$ cat src/rtl/pser_pkg.sv
package pser_pkg;

  // ***********************************************************
  // register offsets on the management port
  // ***********************************************************
  localparam logic [4:0] ADDR_STRAP_ONE = 5'h09;
  localparam logic [4:0] ADDR_STRAP_THREE = 5'h0b;
  localparam logic [4:0] ADDR_ACC_CTRL = 5'h0d;
  localparam logic [4:0] ADDR_WINDOW = 5'h0e;

  // ***********************************************************
  // field positions
  // ***********************************************************
  localparam int CFG_DONE_BIT = 15;
  localparam int STRAP3_W = 7;
  localparam int POL_SWAP_BIT = 6;
  localparam int PAIR_EXCH_BIT = 5;
  localparam int BYPASS_BIT = 4;
  localparam int FLD_RX_ERR_BIT = 3;
  localparam int FLD_MLT3_BIT = 2;
  localparam int FLD_SNR_BIT = 1;
  localparam int FLD_ENERGY_BIT = 0;
  localparam int FUNC_HI = 15;
  localparam int FUNC_LO = 14;
  localparam int DEV_SEL_HI = 4;
  localparam logic [4:0] DEV_SEL_EXT = 5'h1f;

  // ***********************************************************
  // values after reset
  // ***********************************************************
  localparam logic [6:0] STRAP3_RST = 7'h00;
  localparam logic [15:0] PTR_RST = 16'h0000;

  // ***********************************************************
  // timing and thresholds
  // ***********************************************************
  localparam int CLK_MHZ = 250;
  localparam int WINDOW_US = 10;
  localparam int WINDOW_CYCLES = WINDOW_US * CLK_MHZ;
  localparam int THRESH_RX_ERR = 32;
  localparam int THRESH_MLT3 = 20;
  localparam int THRESH_SNR = 20;

  typedef enum logic [1:0] {
    FUNC_ADDRESS = 2'b00,
    FUNC_DATA = 2'b01,
    FUNC_POST_RW = 2'b10,
    FUNC_POST_WR = 2'b11
  } pser_func_t;

endpackage

$ cat src/rtl/pser_fld_if.sv
`timescale 1ns/10ps
interface pser_fld_if;
  logic enable;
  logic event_in;
  logic window_start;
  logic hit;

  modport counter (
    input enable,
    input event_in,
    input window_start,
    output hit
  );

  modport ctrl (
    output enable,
    output event_in,
    output window_start,
    input hit
  );
endinterface

$ cat src/rtl/pser_sync.sv
`timescale 1ns/10ps
module pser_sync (
  input wire logic ref_clk,
  input wire logic arst_n,
  input wire logic d,
  output logic q
);

  typedef struct packed {
    logic ff1;
    logic ff2;
  } pser_sync_st_t;

  pser_sync_st_t st;
  pser_sync_st_t next_st;

  always_comb
  begin
    next_st.ff1 = d;
    next_st.ff2 = st.ff1;
  end

  always_ff @(posedge ref_clk or negedge arst_n)
  begin
    if (!arst_n)
      st <= '0;
    else
      st <= next_st;
  end

  assign q = st.ff2;

endmodule // pser_sync

$ cat src/rtl/pser_window_counter.sv
`timescale 1ns/10ps
module pser_window_counter #(
  parameter int THRESH = 20
) (
  input wire logic ref_clk,
  input wire logic arst_n,
  pser_fld_if.counter port
);

  localparam int CNT_W = $clog2(THRESH + 1);
  localparam logic [CNT_W-1:0] CNT_LAST = CNT_W'(THRESH - 1);

  typedef struct packed {
    logic [CNT_W-1:0] cnt;
    logic hit;
  } pser_cnt_st_t;

  pser_cnt_st_t st;
  pser_cnt_st_t next_st;

  // count restarts each interval; hit holds to the interval end
  always_comb
  begin
    next_st = st;
    if (!port.enable)
    begin
      next_st.cnt = '0;
      next_st.hit = 1'b0;
    end
    else if (port.window_start)
    begin
      next_st.cnt = port.event_in ? CNT_W'(1) : '0;
      next_st.hit = 1'b0;
    end
    else if (port.event_in && !st.hit)
    begin
      next_st.cnt = st.cnt + 1'b1;
      next_st.hit = (st.cnt == CNT_LAST);
    end
  end

  always_ff @(posedge ref_clk or negedge arst_n)
  begin
    if (!arst_n)
      st <= '0;
    else
      st <= next_st;
  end

  assign port.hit = st.hit;
endmodule // pser_window_counter

$ cat src/rtl/pser_top.sv
`timescale 1ns/10ps
// What this block does
// - strap three bits 15..7 ignore writes and read as zero.
// - config-done write makes an internal pulse that latches strap values.
// - strap bit 6 inverts polarity of both twisted pairs.
// - strap bit 5 swaps transmit and receive pair roles.
// - port mirror enabled only when bits 5 and 6 both set.
// - strap bit 4 bypasses 4b/5b coding, raw 5-bit symbols.
// - in bypass, tx bit 4 from test-data pin, rx bit 4 on error pin.
// - bit 3 drops link at 32 receive errors within 10 us.
// - bit 2 drops link at 20 mlt-3 violations within 10 us.
// - bit 1 drops link at 20 low snr crossings within 10 us.
// - bit 0 drops link on energy loss, within about 10 us.
// - link drop is the or of all enabled triggers.
// - extended registers reached only through 0x000d and 0x000e.
// - function 00 makes a window write load the pointer.
// - function 01 accesses pointed register, pointer unchanged.
// - function 10 accesses pointed register, pointer increments after each.
// - function 11 increments the pointer after writes only.
// - window accesses with device address other than 11111 are ignored.
// - function field in bits 15..14, device address in bits 4..0.
module pser_top #(
  parameter int EXT_DEPTH = 32
) (
  input wire logic ref_clk,
  input wire logic arst_n,
  input wire logic [4:0] reg_addr,
  input wire logic [15:0] reg_wdata,
  input wire logic reg_wr,
  input wire logic reg_rd,
  output logic [15:0] reg_rdata,
  output logic reg_rvalid,
  input wire logic rx_err_event,
  input wire logic mlt3_violation,
  input wire logic low_snr_cross,
  input wire logic energy_loss,
  input wire logic tdi_pin,
  input wire logic rx_sym4,
  input wire logic rx_err_in,
  output logic polarity_swap,
  output logic pair_role_exchange,
  output logic port_mirror,
  output logic symbol_code_bypass,
  output logic tx_symbol_bit4,
  output logic receive_error_pin,
  output logic link_drop
);

  // ***********************************************************
  // local sizes
  // ***********************************************************
  localparam int EXT_AW = $clog2(EXT_DEPTH);
  localparam int WIN_W = $clog2(pser_pkg::WINDOW_CYCLES);
  localparam logic [WIN_W-1:0] WIN_LAST = WIN_W'(pser_pkg::WINDOW_CYCLES - 1);
  localparam int PAD_W = 16 - pser_pkg::STRAP3_W;

  typedef struct packed {
    logic [6:0] strap3;
    logic cfg_done;
    logic cfg_pulse;
    logic [6:0] active;
    pser_pkg::pser_func_t func;
    logic [4:0] dev_sel;
    logic [15:0] ptr;
    logic [EXT_DEPTH-1:0][15:0] ext;
    logic [WIN_W-1:0] win;
    logic win_start;
    logic [15:0] rd_data;
    logic rd_valid;
    logic pol_swap;
    logic pair_exch;
    logic mirror;
    logic bypass;
    logic txd4;
    logic rx_err_pin;
    logic link_drop;
  } pser_top_st_t;

  pser_top_st_t st;
  pser_top_st_t next_st;
  logic tdi_sync;
  logic ext_ok;
  logic win_wr;
  logic win_rd;
  logic [EXT_AW-1:0] idx;

  pser_fld_if fld_rx_err ();
  pser_fld_if fld_mlt3 ();
  pser_fld_if fld_snr ();

  // ***********************************************************
  // pin synchroniser and event counters
  // ***********************************************************
  pser_sync u_tdi_sync (
    .ref_clk (ref_clk),
    .arst_n (arst_n),
    .d (tdi_pin),
    .q (tdi_sync)
  );

  assign fld_rx_err.enable = st.active[pser_pkg::FLD_RX_ERR_BIT];
  assign fld_rx_err.event_in = rx_err_event;
  assign fld_rx_err.window_start = st.win_start;
  assign fld_mlt3.enable = st.active[pser_pkg::FLD_MLT3_BIT];
  assign fld_mlt3.event_in = mlt3_violation;
  assign fld_mlt3.window_start = st.win_start;
  assign fld_snr.enable = st.active[pser_pkg::FLD_SNR_BIT];
  assign fld_snr.event_in = low_snr_cross;
  assign fld_snr.window_start = st.win_start;

  pser_window_counter #(.THRESH(pser_pkg::THRESH_RX_ERR)) u_cnt_rx_err (
    .ref_clk (ref_clk),
    .arst_n (arst_n),
    .port (fld_rx_err)
  );

  pser_window_counter #(.THRESH(pser_pkg::THRESH_MLT3)) u_cnt_mlt3 (
    .ref_clk (ref_clk),
    .arst_n (arst_n),
    .port (fld_mlt3)
  );

  pser_window_counter #(.THRESH(pser_pkg::THRESH_SNR)) u_cnt_snr (
    .ref_clk (ref_clk),
    .arst_n (arst_n),
    .port (fld_snr)
  );

  // ***********************************************************
  // register decode and state update
  // ***********************************************************
  assign ext_ok = (st.dev_sel == pser_pkg::DEV_SEL_EXT);
  assign win_wr = reg_wr && (reg_addr == pser_pkg::ADDR_WINDOW) && ext_ok;
  assign win_rd = reg_rd && (reg_addr == pser_pkg::ADDR_WINDOW) && ext_ok;
  assign idx = st.ptr[EXT_AW-1:0];

  always_comb
  begin
    next_st = st;
    next_st.cfg_pulse = 1'b0;
    next_st.rd_valid = 1'b0;
    next_st.win_start = 1'b0;
    // free-running 10 us interval shared by all counters
    if (st.win == WIN_LAST)
    begin
      next_st.win = '0;
      next_st.win_start = 1'b1;
    end
    else
      next_st.win = st.win + 1'b1;
    if (reg_wr)
    begin
      case (reg_addr)
        pser_pkg::ADDR_STRAP_ONE:
          if (reg_wdata[pser_pkg::CFG_DONE_BIT])
          begin
            next_st.cfg_done = 1'b1;
            next_st.cfg_pulse = 1'b1;
          end
        pser_pkg::ADDR_STRAP_THREE:
          next_st.strap3 = reg_wdata[pser_pkg::STRAP3_W-1:0];
        pser_pkg::ADDR_ACC_CTRL:
        begin
          next_st.func = pser_pkg::pser_func_t'(reg_wdata[pser_pkg::FUNC_HI:pser_pkg::FUNC_LO]);
          next_st.dev_sel = reg_wdata[pser_pkg::DEV_SEL_HI:0];
        end
        default:
        begin
        end
      endcase
    end
    if (win_wr)
    begin
      if (st.func == pser_pkg::FUNC_ADDRESS)
        next_st.ptr = reg_wdata;
      else
      begin
        next_st.ext[idx] = reg_wdata;
        if (st.func != pser_pkg::FUNC_DATA)
          next_st.ptr = st.ptr + 16'h0001;
      end
    end
    if (reg_rd)
    begin
      next_st.rd_valid = 1'b1;
      next_st.rd_data = '0;
      case (reg_addr)
        pser_pkg::ADDR_STRAP_ONE:
          next_st.rd_data[pser_pkg::CFG_DONE_BIT] = st.cfg_done;
        pser_pkg::ADDR_STRAP_THREE:
          next_st.rd_data = {{PAD_W{1'b0}}, st.strap3};
        pser_pkg::ADDR_ACC_CTRL:
          next_st.rd_data = {st.func, 9'h000, st.dev_sel};
        pser_pkg::ADDR_WINDOW:
          if (ext_ok)
            next_st.rd_data = (st.func == pser_pkg::FUNC_ADDRESS) ? st.ptr : st.ext[idx];
        default:
        begin
        end
      endcase
    end
    // a read in the same cycle as a window write never adds a second step
    if (win_rd && !win_wr && st.func == pser_pkg::FUNC_POST_RW)
      next_st.ptr = st.ptr + 16'h0001;
    if (st.cfg_pulse)
      next_st.active = st.strap3;
    next_st.pol_swap = st.active[pser_pkg::POL_SWAP_BIT];
    next_st.pair_exch = st.active[pser_pkg::PAIR_EXCH_BIT];
    next_st.mirror = st.active[pser_pkg::POL_SWAP_BIT] && st.active[pser_pkg::PAIR_EXCH_BIT];
    next_st.bypass = st.active[pser_pkg::BYPASS_BIT];
    next_st.txd4 = st.active[pser_pkg::BYPASS_BIT] ? tdi_sync : 1'b0;
    next_st.rx_err_pin = st.active[pser_pkg::BYPASS_BIT] ? rx_sym4 : rx_err_in;
    next_st.link_drop = fld_rx_err.hit || fld_mlt3.hit || fld_snr.hit ||
      (st.active[pser_pkg::FLD_ENERGY_BIT] && energy_loss);
  end

  always_ff @(posedge ref_clk or negedge arst_n)
  begin
    if (!arst_n)
    begin
      st <= '0;
      st.strap3 <= pser_pkg::STRAP3_RST;
      st.ptr <= pser_pkg::PTR_RST;
    end
    else
      st <= next_st;
  end

  // ***********************************************************
  // outputs
  // ***********************************************************
  assign reg_rdata = st.rd_data;
  assign reg_rvalid = st.rd_valid;
  assign polarity_swap = st.pol_swap;
  assign pair_role_exchange = st.pair_exch;
  assign port_mirror = st.mirror;
  assign symbol_code_bypass = st.bypass;
  assign tx_symbol_bit4 = st.txd4;
  assign receive_error_pin = st.rx_err_pin;
  assign link_drop = st.link_drop;
endmodule // pser_top

$ cat config.mk
export PLATFORM = sky130hd
export DESIGN_NAME = pser_top
export DESIGN_NICKNAME = d
export VERILOG_FILES = /design/src/rtl/pser_pkg.sv /design/src/rtl/pser_fld_if.sv /design/src/rtl/pser_sync.sv /design/src/rtl/pser_window_counter.sv /design/src/rtl/pser_top.sv
export SDC_FILE = /design/constraint.sdc
export NUM_CORES = 1
export LEC_CHECK = 0
export ABC_AREA = 0
export CORE_MARGIN = 1.5
export CORE_UTILIZATION = 45
export CTS_BUF_LIST = sky130_fd_sc_hd__clkbuf_4 sky130_fd_sc_hd__clkbuf_8
export DETAILED_ROUTE_END_ITERATION = 10
export DONT_BUFFER_PORTS = 1
export PLACE_DENSITY = 0.71
export SKIP_CTS_REPAIR_TIMING = 1
export SYNTH_ARGS = -nofsm -noshare
export SYNTH_HDL_FRONTEND = slang
export SYNTH_SLANG_ARGS = --single-unit
$ cat constraint.sdc
create_clock -name ref_clk -period 3.8 [get_ports ref_clk]
set_input_delay 0.19 -clock ref_clk [delete_from_list [all_inputs] [get_ports ref_clk]]
set_output_delay 0.19 -clock ref_clk [all_outputs]
set_load 0.005 [all_outputs]
==> results of run 1 <==
-- worst paths after layout --
check | from | endpoint | slack, ps | depth (start not counted)
max in group asynchronous | arst_n | fld_rx_err.enable | 3250 | 0
min in group ref_clk | reg_addr[1] | st[564] | -20 | 4
worst min-delay path | arst_n | async pin | -780 | 0
worst max-delay path | idx[0] | flip-flop | 340 | 7
worst min register to register | u_tdi_sync.next_st[0] | u_tdi_sync.q | 360 | 0
worst max register to register | idx[0] | flip-flop | 340 | 7
-- per-layer routing --
| metal | vias to the layer above | GRT usage [%] | wire length, um |
|---|---|---|---|
| met2 | 572 | 36.9 | 34500 |
| met1 | 9197 | 29.6 | 30400 |
| met4 | 4 | 7.89 | 2140 |
| met5 | - | 0 | 23 |
| met3 | 150 | 4.93 | 4780 |
| li1 | 7361 | - | - |
-- cell families (layout without fill, tap and decap cells) --
kind of cell / count (synthesis) / in the layout
mux: 702 / 702
compound gates: 184 / 184
xor+xnor: 20 / 20
buf+inv: 178 / 294
other cells: 0 / 3
simple gates: 285 / 285
fa+ha+maj: 8 / 8
flops: 609 / 609
-- worst reg2reg max path, stage by stage (launching register included) --
cell           delay [ps]
dfrtp_4               720
inv_1                 130
buf_4                 220
ha_1                  170
and3_1                690
nand2_4               400
mux2_1                440
dlygate4sd3_1         570
-- power by group --
group          internal [W]  switching, W  total, W
Clock               0.00346       0.00259   0.00605
Sequential          0.00654     0.0000526   0.00659
Combinational      0.000183      0.000306  0.000489
Total                0.0102       0.00295    0.0131
-- cell usage in the layout, fill, tap and decap left out, types with 39 or more instances in the layout --
cell and instances:
dlygate4sd3_1 49, clkbuf_8 128, mux2_1 281, mux4_2 97, clkbuf_4 39, nor2_1 66, nand2_1 60, mux2_2 255
mux2i_1 69, dfrtp_1 606, a21oi_1 40
-- area by class of cell --
class	count	area [um2]
sequential	609	15200
clock buffer	167	2050
multi-input combinational	1199	12100
clock inverter	12	104
antenna	3	7.51
timing repair buffer	106	1170
inverter	9	33.8
tap	837	1050
fill	5193	30300
-- stage by stage --
stage	total power, W	hold WS [ps]	util (%)	std cells	setup WS [ps]
detailed placement	0.00700	-59.2	46.3	2694	911
global placement	0.00699	-56.8	46.3	2694	930
CTS	0.0131	-838	49.8	2873	866
global route	0.0136	-812	51.2	2940	185
finish	0.0131	-780	51.2	2942	342
floorplan	0.00693	-106	-	1986	1400
==> impl_metrics.toml, run 1 <==
[synth]
synthCells = 1986
yosysMostFrequentCell = "dfrtp_1"
synth_ff_type = "dfrtp_1"
synth_edf_count = 0
yosys-top-cells-area = "dfrtp_1 54%, mux2_1 11%, mux2_2 10%"
yosys_warnings = 0
synth_nets = 2026
ys_types = 65
async_flop_share_pct = 100
syn_avg_cell_area_um2 = 14.3
synth_xor_area_share_pct = 0.617
synth_seq_cells = 609
yosysSeqAreaShare_pct = 53.7
synth_mux_area_share_pct = 31.4
synth_fa_ha_area_share_pct = 0.353
synth-simple-area-share_pct = 5.94
ys_top_cells_by_count = "609 x dfrtp_1, 281 x mux2_1, 255 x mux2_2, 97 x mux4_2, 71 x clkbuf_1"
yosys.area.top_type = "dfrtp_1"
netlist_area_um2 = 28400
synth_top_family_by_area = "multiplexers"
synth.top_cell.area_share_pct = 53.7
synth_compound_area_share_pct = 4.28

[setup_path]
cp_num_buf_inv = 3
crit_required_ps = 4400
arrival_ps = 4060
crit_type = "flip-flop to flip-flop"
endpoint_kind = "flip-flop"
max_stage_delay_ps = 720
worstPathMaxFanout = 36
path_cells = "inv_1 > buf_4 > ha_1 > and3_1 > nand2_4 > mux2_1 > dlygate4sd3_1"
path_delay_family = "simple AND/OR/NAND/NOR gates"
crit_slowest_cell = "dfrtp_4"
startpoint_type = "flip-flop"

[floorplan]
io_pins = 56
die_area_um2 = 64600
dieWidth_um = 254
fp-row-count = 91
die_height_um = 254
initial_core_util_pct = 45.7
core_area_um2 = 62100

[sta]
tightest_slew_ps = 1720
whs_ps = -780
rsz0062_at_grt = "no"
slew_headroom_pct = -14.4
fin_setup_tns_ps = 0
hold_viol = 614
timing.final.crit_share_pct = 91.0
setup_violations = 0
fmax_mhz = 289
slew_violations = 218
period_minus_slack_ps = 3460
skew_ps = 48.0

[drt]
totalWireLength_um = 71800
wl_per_cell_um = 24.4
final_antenna_net_count = 0
drt_iter0_markers = 1529
vias_per_cell = 5.87
vias = 17300
drt_first_pass_iters = 7
drc_errors = 0

[grt]
grt_usage_pct = 22.5
grt_max_degree = 610
grt_pass1_wl_um = 110000
antenna_found_initial = 4
grt_pass1_vias = 17900
grt_overflow = 0

[cells_and_area]
syn2layout_area_growth_pct = 11.9
fin_nets = 2065
drive_gt1_share_pct = 30.4
fin_area_um2 = 31800

[clocking]
clock_sinks = 609
clkTransAtPathRegs_ps = 60
clockBufferDepth = 3
worstSkewPairLatency_ps = 730
cts-root-buf = "clkbuf_8"
cts_tree = "yes"
numCtsBuffers = 100
htree_levels = 3

[outcome]
violations = "hold timing, slew limit"
status = "complete, but fails checks"

[place]
gp_congestion = 0.861
hpwlAfterDp_um = 44900
portBuffers = 0
place_area_um2 = 28800

[pwr]
p_leak_nw = 15.6
ir_worst_vdd_mv = 0.261
cellPowerDensity_nw_per_um2 = 414

[min_path]
hold_path_class = "primary input to async pin"

[run]
drv_cap = 0
Power figures use the tool's default switching activity.
==> inputs of run 2 (changes only) <==
--- a/config.mk
+++ b/config.mk
@@ -7,11 +7,10 @@
 export LEC_CHECK = 0
 export ABC_AREA = 0
 export CORE_MARGIN = 1.5
-export CORE_UTILIZATION = 45
-export CTS_BUF_LIST = sky130_fd_sc_hd__clkbuf_4 sky130_fd_sc_hd__clkbuf_8
+export CORE_UTILIZATION = 35
 export DETAILED_ROUTE_END_ITERATION = 10
 export DONT_BUFFER_PORTS = 1
-export PLACE_DENSITY = 0.71
+export PLACE_DENSITY = 0.6
 export SKIP_CTS_REPAIR_TIMING = 1
 export SYNTH_ARGS = -nofsm -noshare
 export SYNTH_HDL_FRONTEND = slang
==> run 2 against run 1 <==
Net effect:
- final area fell by 0.13%
- via count decreased by 2.5%
- maximum frequency up 0.40%
- final cell count is 4.9% higher
- largest cell class unchanged
- the flow finishes with violations (hold timing)
==> impl_metrics.toml, run 2 (synthesized netlist as in run 1, its figures left out) <==
[outcome]
status = "complete, but fails checks"
violations = "hold timing"

[drt]
vias_per_cell = 5.46
final_antenna_net_count = 0
wl_per_cell_um = 23.4
drt_first_pass_iters = 5
drc_errors = 0
drt_iter0_markers = 1207
vias = 16900
totalWireLength_um = 72300

[setup_path]
arrival_ps = 3950
startpoint_type = "flip-flop"
crit_type = "flip-flop to flip-flop"
endpoint_kind = "flip-flop"
startpoint = "idx[0]"
reg2reg_depth = 7
worstPathMaxFanout = 35
crit_required_ps = 4310
worstReg2RegStart = "idx[0]"
r2r_slack_ps = 360

[sta]
skew_ps = 26.0
tightest_slew_ps = 1300
timing.final.crit_share_pct = 90.6
hold_viol = 613
slew_violations = 0
slew_headroom_pct = 13.0
rsz0062_at_grt = "no"
setup_violations = 0
period_minus_slack_ps = 3440
fin_setup_tns_ps = 0
fmax_mhz = 290
whs_ps = -720

[clocking]
htree_levels = 2
clkTransAtPathRegs_ps = 60
clockBufferDepth = 3
clock_sinks = 609
cts-root-buf = "clkbuf_16"
cts_tree = "yes"
worstSkewPairLatency_ps = 630
numCtsBuffers = 61

[cells_and_area]
syn2layout_area_growth_pct = 11.7
final_cell_mix = "606 x dfrtp_1, 281 x mux2_1, 255 x mux2_2"
layout_commonest_cell = "dfrtp_1"
fin_area_um2 = 31700
fin_util_pct = 39.4
fillCellCount = 7404
multiInputGateArea_um2 = 12100
drive_gt1_share_pct = 26.8
fin_nets = 2017
layoutNonFillerInstCount = 3086
regArea_um2 = 15200

[grt]
grt-busiest-layer = "met2"
grt_usage_pct = 17.6
grt_max_degree = 610
met2_usage_pct = 29.1
grt.met1_usage_pct = 24.1
grt_overflow = 0
grt_pass1_vias = 17400
grt_use_met3_pct = 3.00
grt_pass1_wl_um = 111000
antenna_found_initial = 2

[floorplan]
fp-row-count = 104
io_pins = 56
dieWidth_um = 288
core_area_um2 = 80400
initial_core_util_pct = 35.3
die_area_um2 = 82800
die_height_um = 288

[place]
place_area_um2 = 29000
hpwlAfterDp_um = 45300
gp_congestion = 0.798
dpl.cell_count = 2911
portBuffers = 0

[min_path]
hold_path_class = "primary input to async pin"

[run]
drv_cap = 0

[pwr]
ir_worst_vdd_mv = 0.342
cellPowerDensity_nw_per_um2 = 409
p_leak_nw = 15.4
## run 2: cell types whose count changed in the layout (fill, tap and decap cells not counted), moves of 2 or more
cell           change
clkbuf_8         -118
clkbuf_16         +62
clkbuf_4          -39
clkbuf_1          +23
buf_4              -4
clkinv_2           +3
dlygate4sd3_1      -3
buf_12             -2
bufinv_16          +2
## run 2: worst max path at each step
stage	cells past startpoint	slack (ps)	end
2_1_floorplan	10	1400	flip-flop
6_report	7	360	flip-flop
5_1_grt	7	210	flip-flop
3_5_place_dp	6	530	reg_rdata[15]
3_3_place_gp	6	560	reg_rdata[15]
4_1_cts	6	520	reg_rdata[15]
## run 2: through the flow
| stage | setup WS [ps] | total power (W) |
|---|---|---|
| 6_report | 356 | 0.0130 |
| 5_1_grt | 209 | 0.0134 |
| 4_1_cts | 524 | 0.0129 |
| 3_5_place_dp | 526 | 0.00701 |
| 3_3_place_gp | 562 | 0.00701 |
| 2_1_floorplan | 1400 | 0.00693 |
## run 2: worst max-delay path, stage by stage (launching register included)
cell and delay, ps:
dfrtp_4 720, inv_1 120, buf_4 240, ha_1 190, and3_1 670, nand2_4 380
mux2_1 410, dlygate4sd3_1 560
## run 2: cell type report
| cell class | count | share of cell area, % |
|---|---|---|
| flip-flops and latches | 609 | 48.1 |
| multi-input cells | 1199 | 38.1 |
| clock buffers | 95 | 5.60 |
| well taps | 1060 | 4.18 |
| repair buffers | 97 | 3.37 |
| clock inverters | 15 | 0.525 |
| inverters | 9 | 0.107 |
| diodes | 2 | 0.0158 |
## run 2: report_power, final
group | switching (W) | internal [W] | leakage, nW
sequential | 0.0000497 | 0.00654 | 8.45
combinational | 0.000306 | 0.000178 | 5.98
clock | 0.00250 | 0.00339 | 0.948
## run 2: layer usage
layer	wire length [um]	share of wire (%)
met5	0	0
met2	35100	49
met1	32400	45
met3	3460	4.8
met4	1350	1.9
==> inputs of run 3 (changes only) <==
--- a/config.mk
+++ b/config.mk
@@ -11,6 +11,7 @@
 export DETAILED_ROUTE_END_ITERATION = 10
 export DONT_BUFFER_PORTS = 1
 export PLACE_DENSITY = 0.6
+export REMOVE_ABC_BUFFERS = 1
 export SKIP_CTS_REPAIR_TIMING = 1
 export SYNTH_ARGS = -nofsm -noshare
 export SYNTH_HDL_FRONTEND = slang
==> run 3 against run 2 <==
Net effect:
- the flow finishes with violations (hold timing, slew limit)
- utilization is 0.22 points higher
- register-to-register slack worse by 160 ps
- final cell count is 0.39% higher
- routed wire length increased by 1.8%
- maximum frequency shrank 4.3%
- worst hold slack worse by 2.0 ps
- sequential cell count did not move
- die area did not move
- global-route usage up 0.27 points
- sequential power about the same
- non-clock buffer count grew 12
- count of clock-buffer cells in the layout grew 3
==> impl_metrics.toml, run 3 (synthesized netlist as in run 1, its figures left out) <==
[cells_and_area]
drive_gt1_share_pct = 27.3
final_cell_mix = "606 x dfrtp_1, 281 x mux2_1, 255 x mux2_2"
fin_nets = 2029
syn2layout_area_growth_pct = 12.4
fin_util_pct = 39.7
fillCellCount = 7479
layout_commonest_cell = "dfrtp_1"

[place]
portBuffers = 0
pre_cts_ws_ps = 685
hpwlAfterDp_um = 46600
gp_congestion = 0.858

[pwr]
cellPowerDensity_nw_per_um2 = 414
ir_worst_vdd_mv = 0.365
p_leak_nw = 15.5

[sta]
slew_violations = 501
fmax_mhz = 278
hold_viol = 546
whs_ps = -723
layout_setup_ws_ps = 200
setup_violations = 0
period_minus_slack_ps = 3600
skew_ps = 33.6
slew_headroom_pct = -117
rsz0062_at_grt = "no"
tightest_slew_ps = 3250
timing.final.crit_share_pct = 94.7

[run]
drv_cap = 0

[drt]
totalWireLength_um = 73600
vias = 16900
drc_errors = 0
final_antenna_net_count = 0
drt_iter0_markers = 1404
vias_per_cell = 5.44
drt_first_pass_iters = 5
wl_per_cell_um = 23.8

[grt]
grt_pass1_wl_um = 113000
grt_max_degree = 610
grt_overflow = 0
grt_pass1_vias = 17500
antenna_found_initial = 1
grt_usage_pct = 17.8

[setup_path]
path_delay_family = "simple AND/OR/NAND/NOR gates"
path_cells = "buf_4 > ha_1 > and3_1 > nand2_4 > mux2_1 > dlygate4sd3_1"
worstPathMaxFanout = 27
crit_slowest_cell = "dfrtp_4"
max_stage_delay_ps = 820
crit_type = "flip-flop to flip-flop"
startpoint_type = "flip-flop"
arrival_ps = 4110
cp_num_buf_inv = 2
crit_required_ps = 4310
endpoint_kind = "flip-flop"

[floorplan]
dieWidth_um = 288
initial_core_util_pct = 35.3
die_area_um2 = 82800
io_pins = 56
fp-row-count = 104
die_height_um = 288
core_area_um2 = 80400

[outcome]
violations = "hold timing, slew limit"
status = "complete, but fails checks"

[clocking]
numCtsBuffers = 61
htree_levels = 2
cts_tree = "yes"
worstSkewPairLatency_ps = 640
clkTransAtPathRegs_ps = 60
clock_sinks = 609
cts-root-buf = "clkbuf_16"
clockBufferDepth = 3

[min_path]
hold_path_class = "primary input to async pin"
## run 3: cell types whose count changed in the layout (fill, tap and decap cells not counted), moves of 2 or more
cell and change:
buf_4 +11, clkinv_2 -2, clkbuf_8 +4, clkbuf_1 -2
## run 3: metal layers
metal	global-route usage, %	share of wire (%)	vias up
met4	5.92	3.0	0
met1	24.5	45	9080
met3	2.92	4.5	118
met5	0	0	-
met2	28.6	47	358
li1	-	-	7297
## run 3: path summary, 6_finish.rpt
kind / to / cells after the start / from / slack, ps
worst max-delay path: flip-flop / 6 / idx[0] / 200
worst min-delay path: async pin / 0 / arst_n / -720
worst max register to register: flip-flop / 6 / idx[0] / 200
worst min register to register: u_tdi_sync.q / 0 / u_tdi_sync.next_st[0] / 370
max in group asynchronous: async pin / 0 / arst_n / 1980
min in group ref_clk: st[570] / 2 / reg_wr / 20
## run 3: power by group
part | leakage, nW | switching (W) | internal (W)
clock network | 0.990 | 0.00254 | 0.00357
logic | 6.05 | 0.000333 | 0.000181
registers | 8.45 | 0.0000515 | 0.00654
total | 15.5 | 0.00293 | 0.0103
## run 3: cell type report
type                    instances  area, um2  area share [%]
flip-flops and latches        609      15200            47.8
well taps                    1060       1330            4.16
repair buffers                109       1170            3.67
inverters                       9       33.8           0.106
diodes                          1       2.50         0.00785
clock buffers                  98       1850            5.79
clock inverters                13        171           0.537
multi-input cells            1199      12100            37.9
## run 3: stage by stage
step / instance area, um2 / power (W) / setup TNS [ps] / std cells / hold slack [ps]
after global routing: 31900 / 0.0136 / 0 / 3097 / -749
after CTS: 31100 / 0.0131 / 0 / 3034 / -739
after detailed placement: 29100 / 0.00702 / 0 / 2923 / -75.9
after floorplan: 27400 / 0.00686 / -1429870 / 1817 / -106
after global placement: 29100 / 0.00702 / 0 / 2923 / -66.3
final: 31900 / 0.0132 / 0 / 3098 / -723
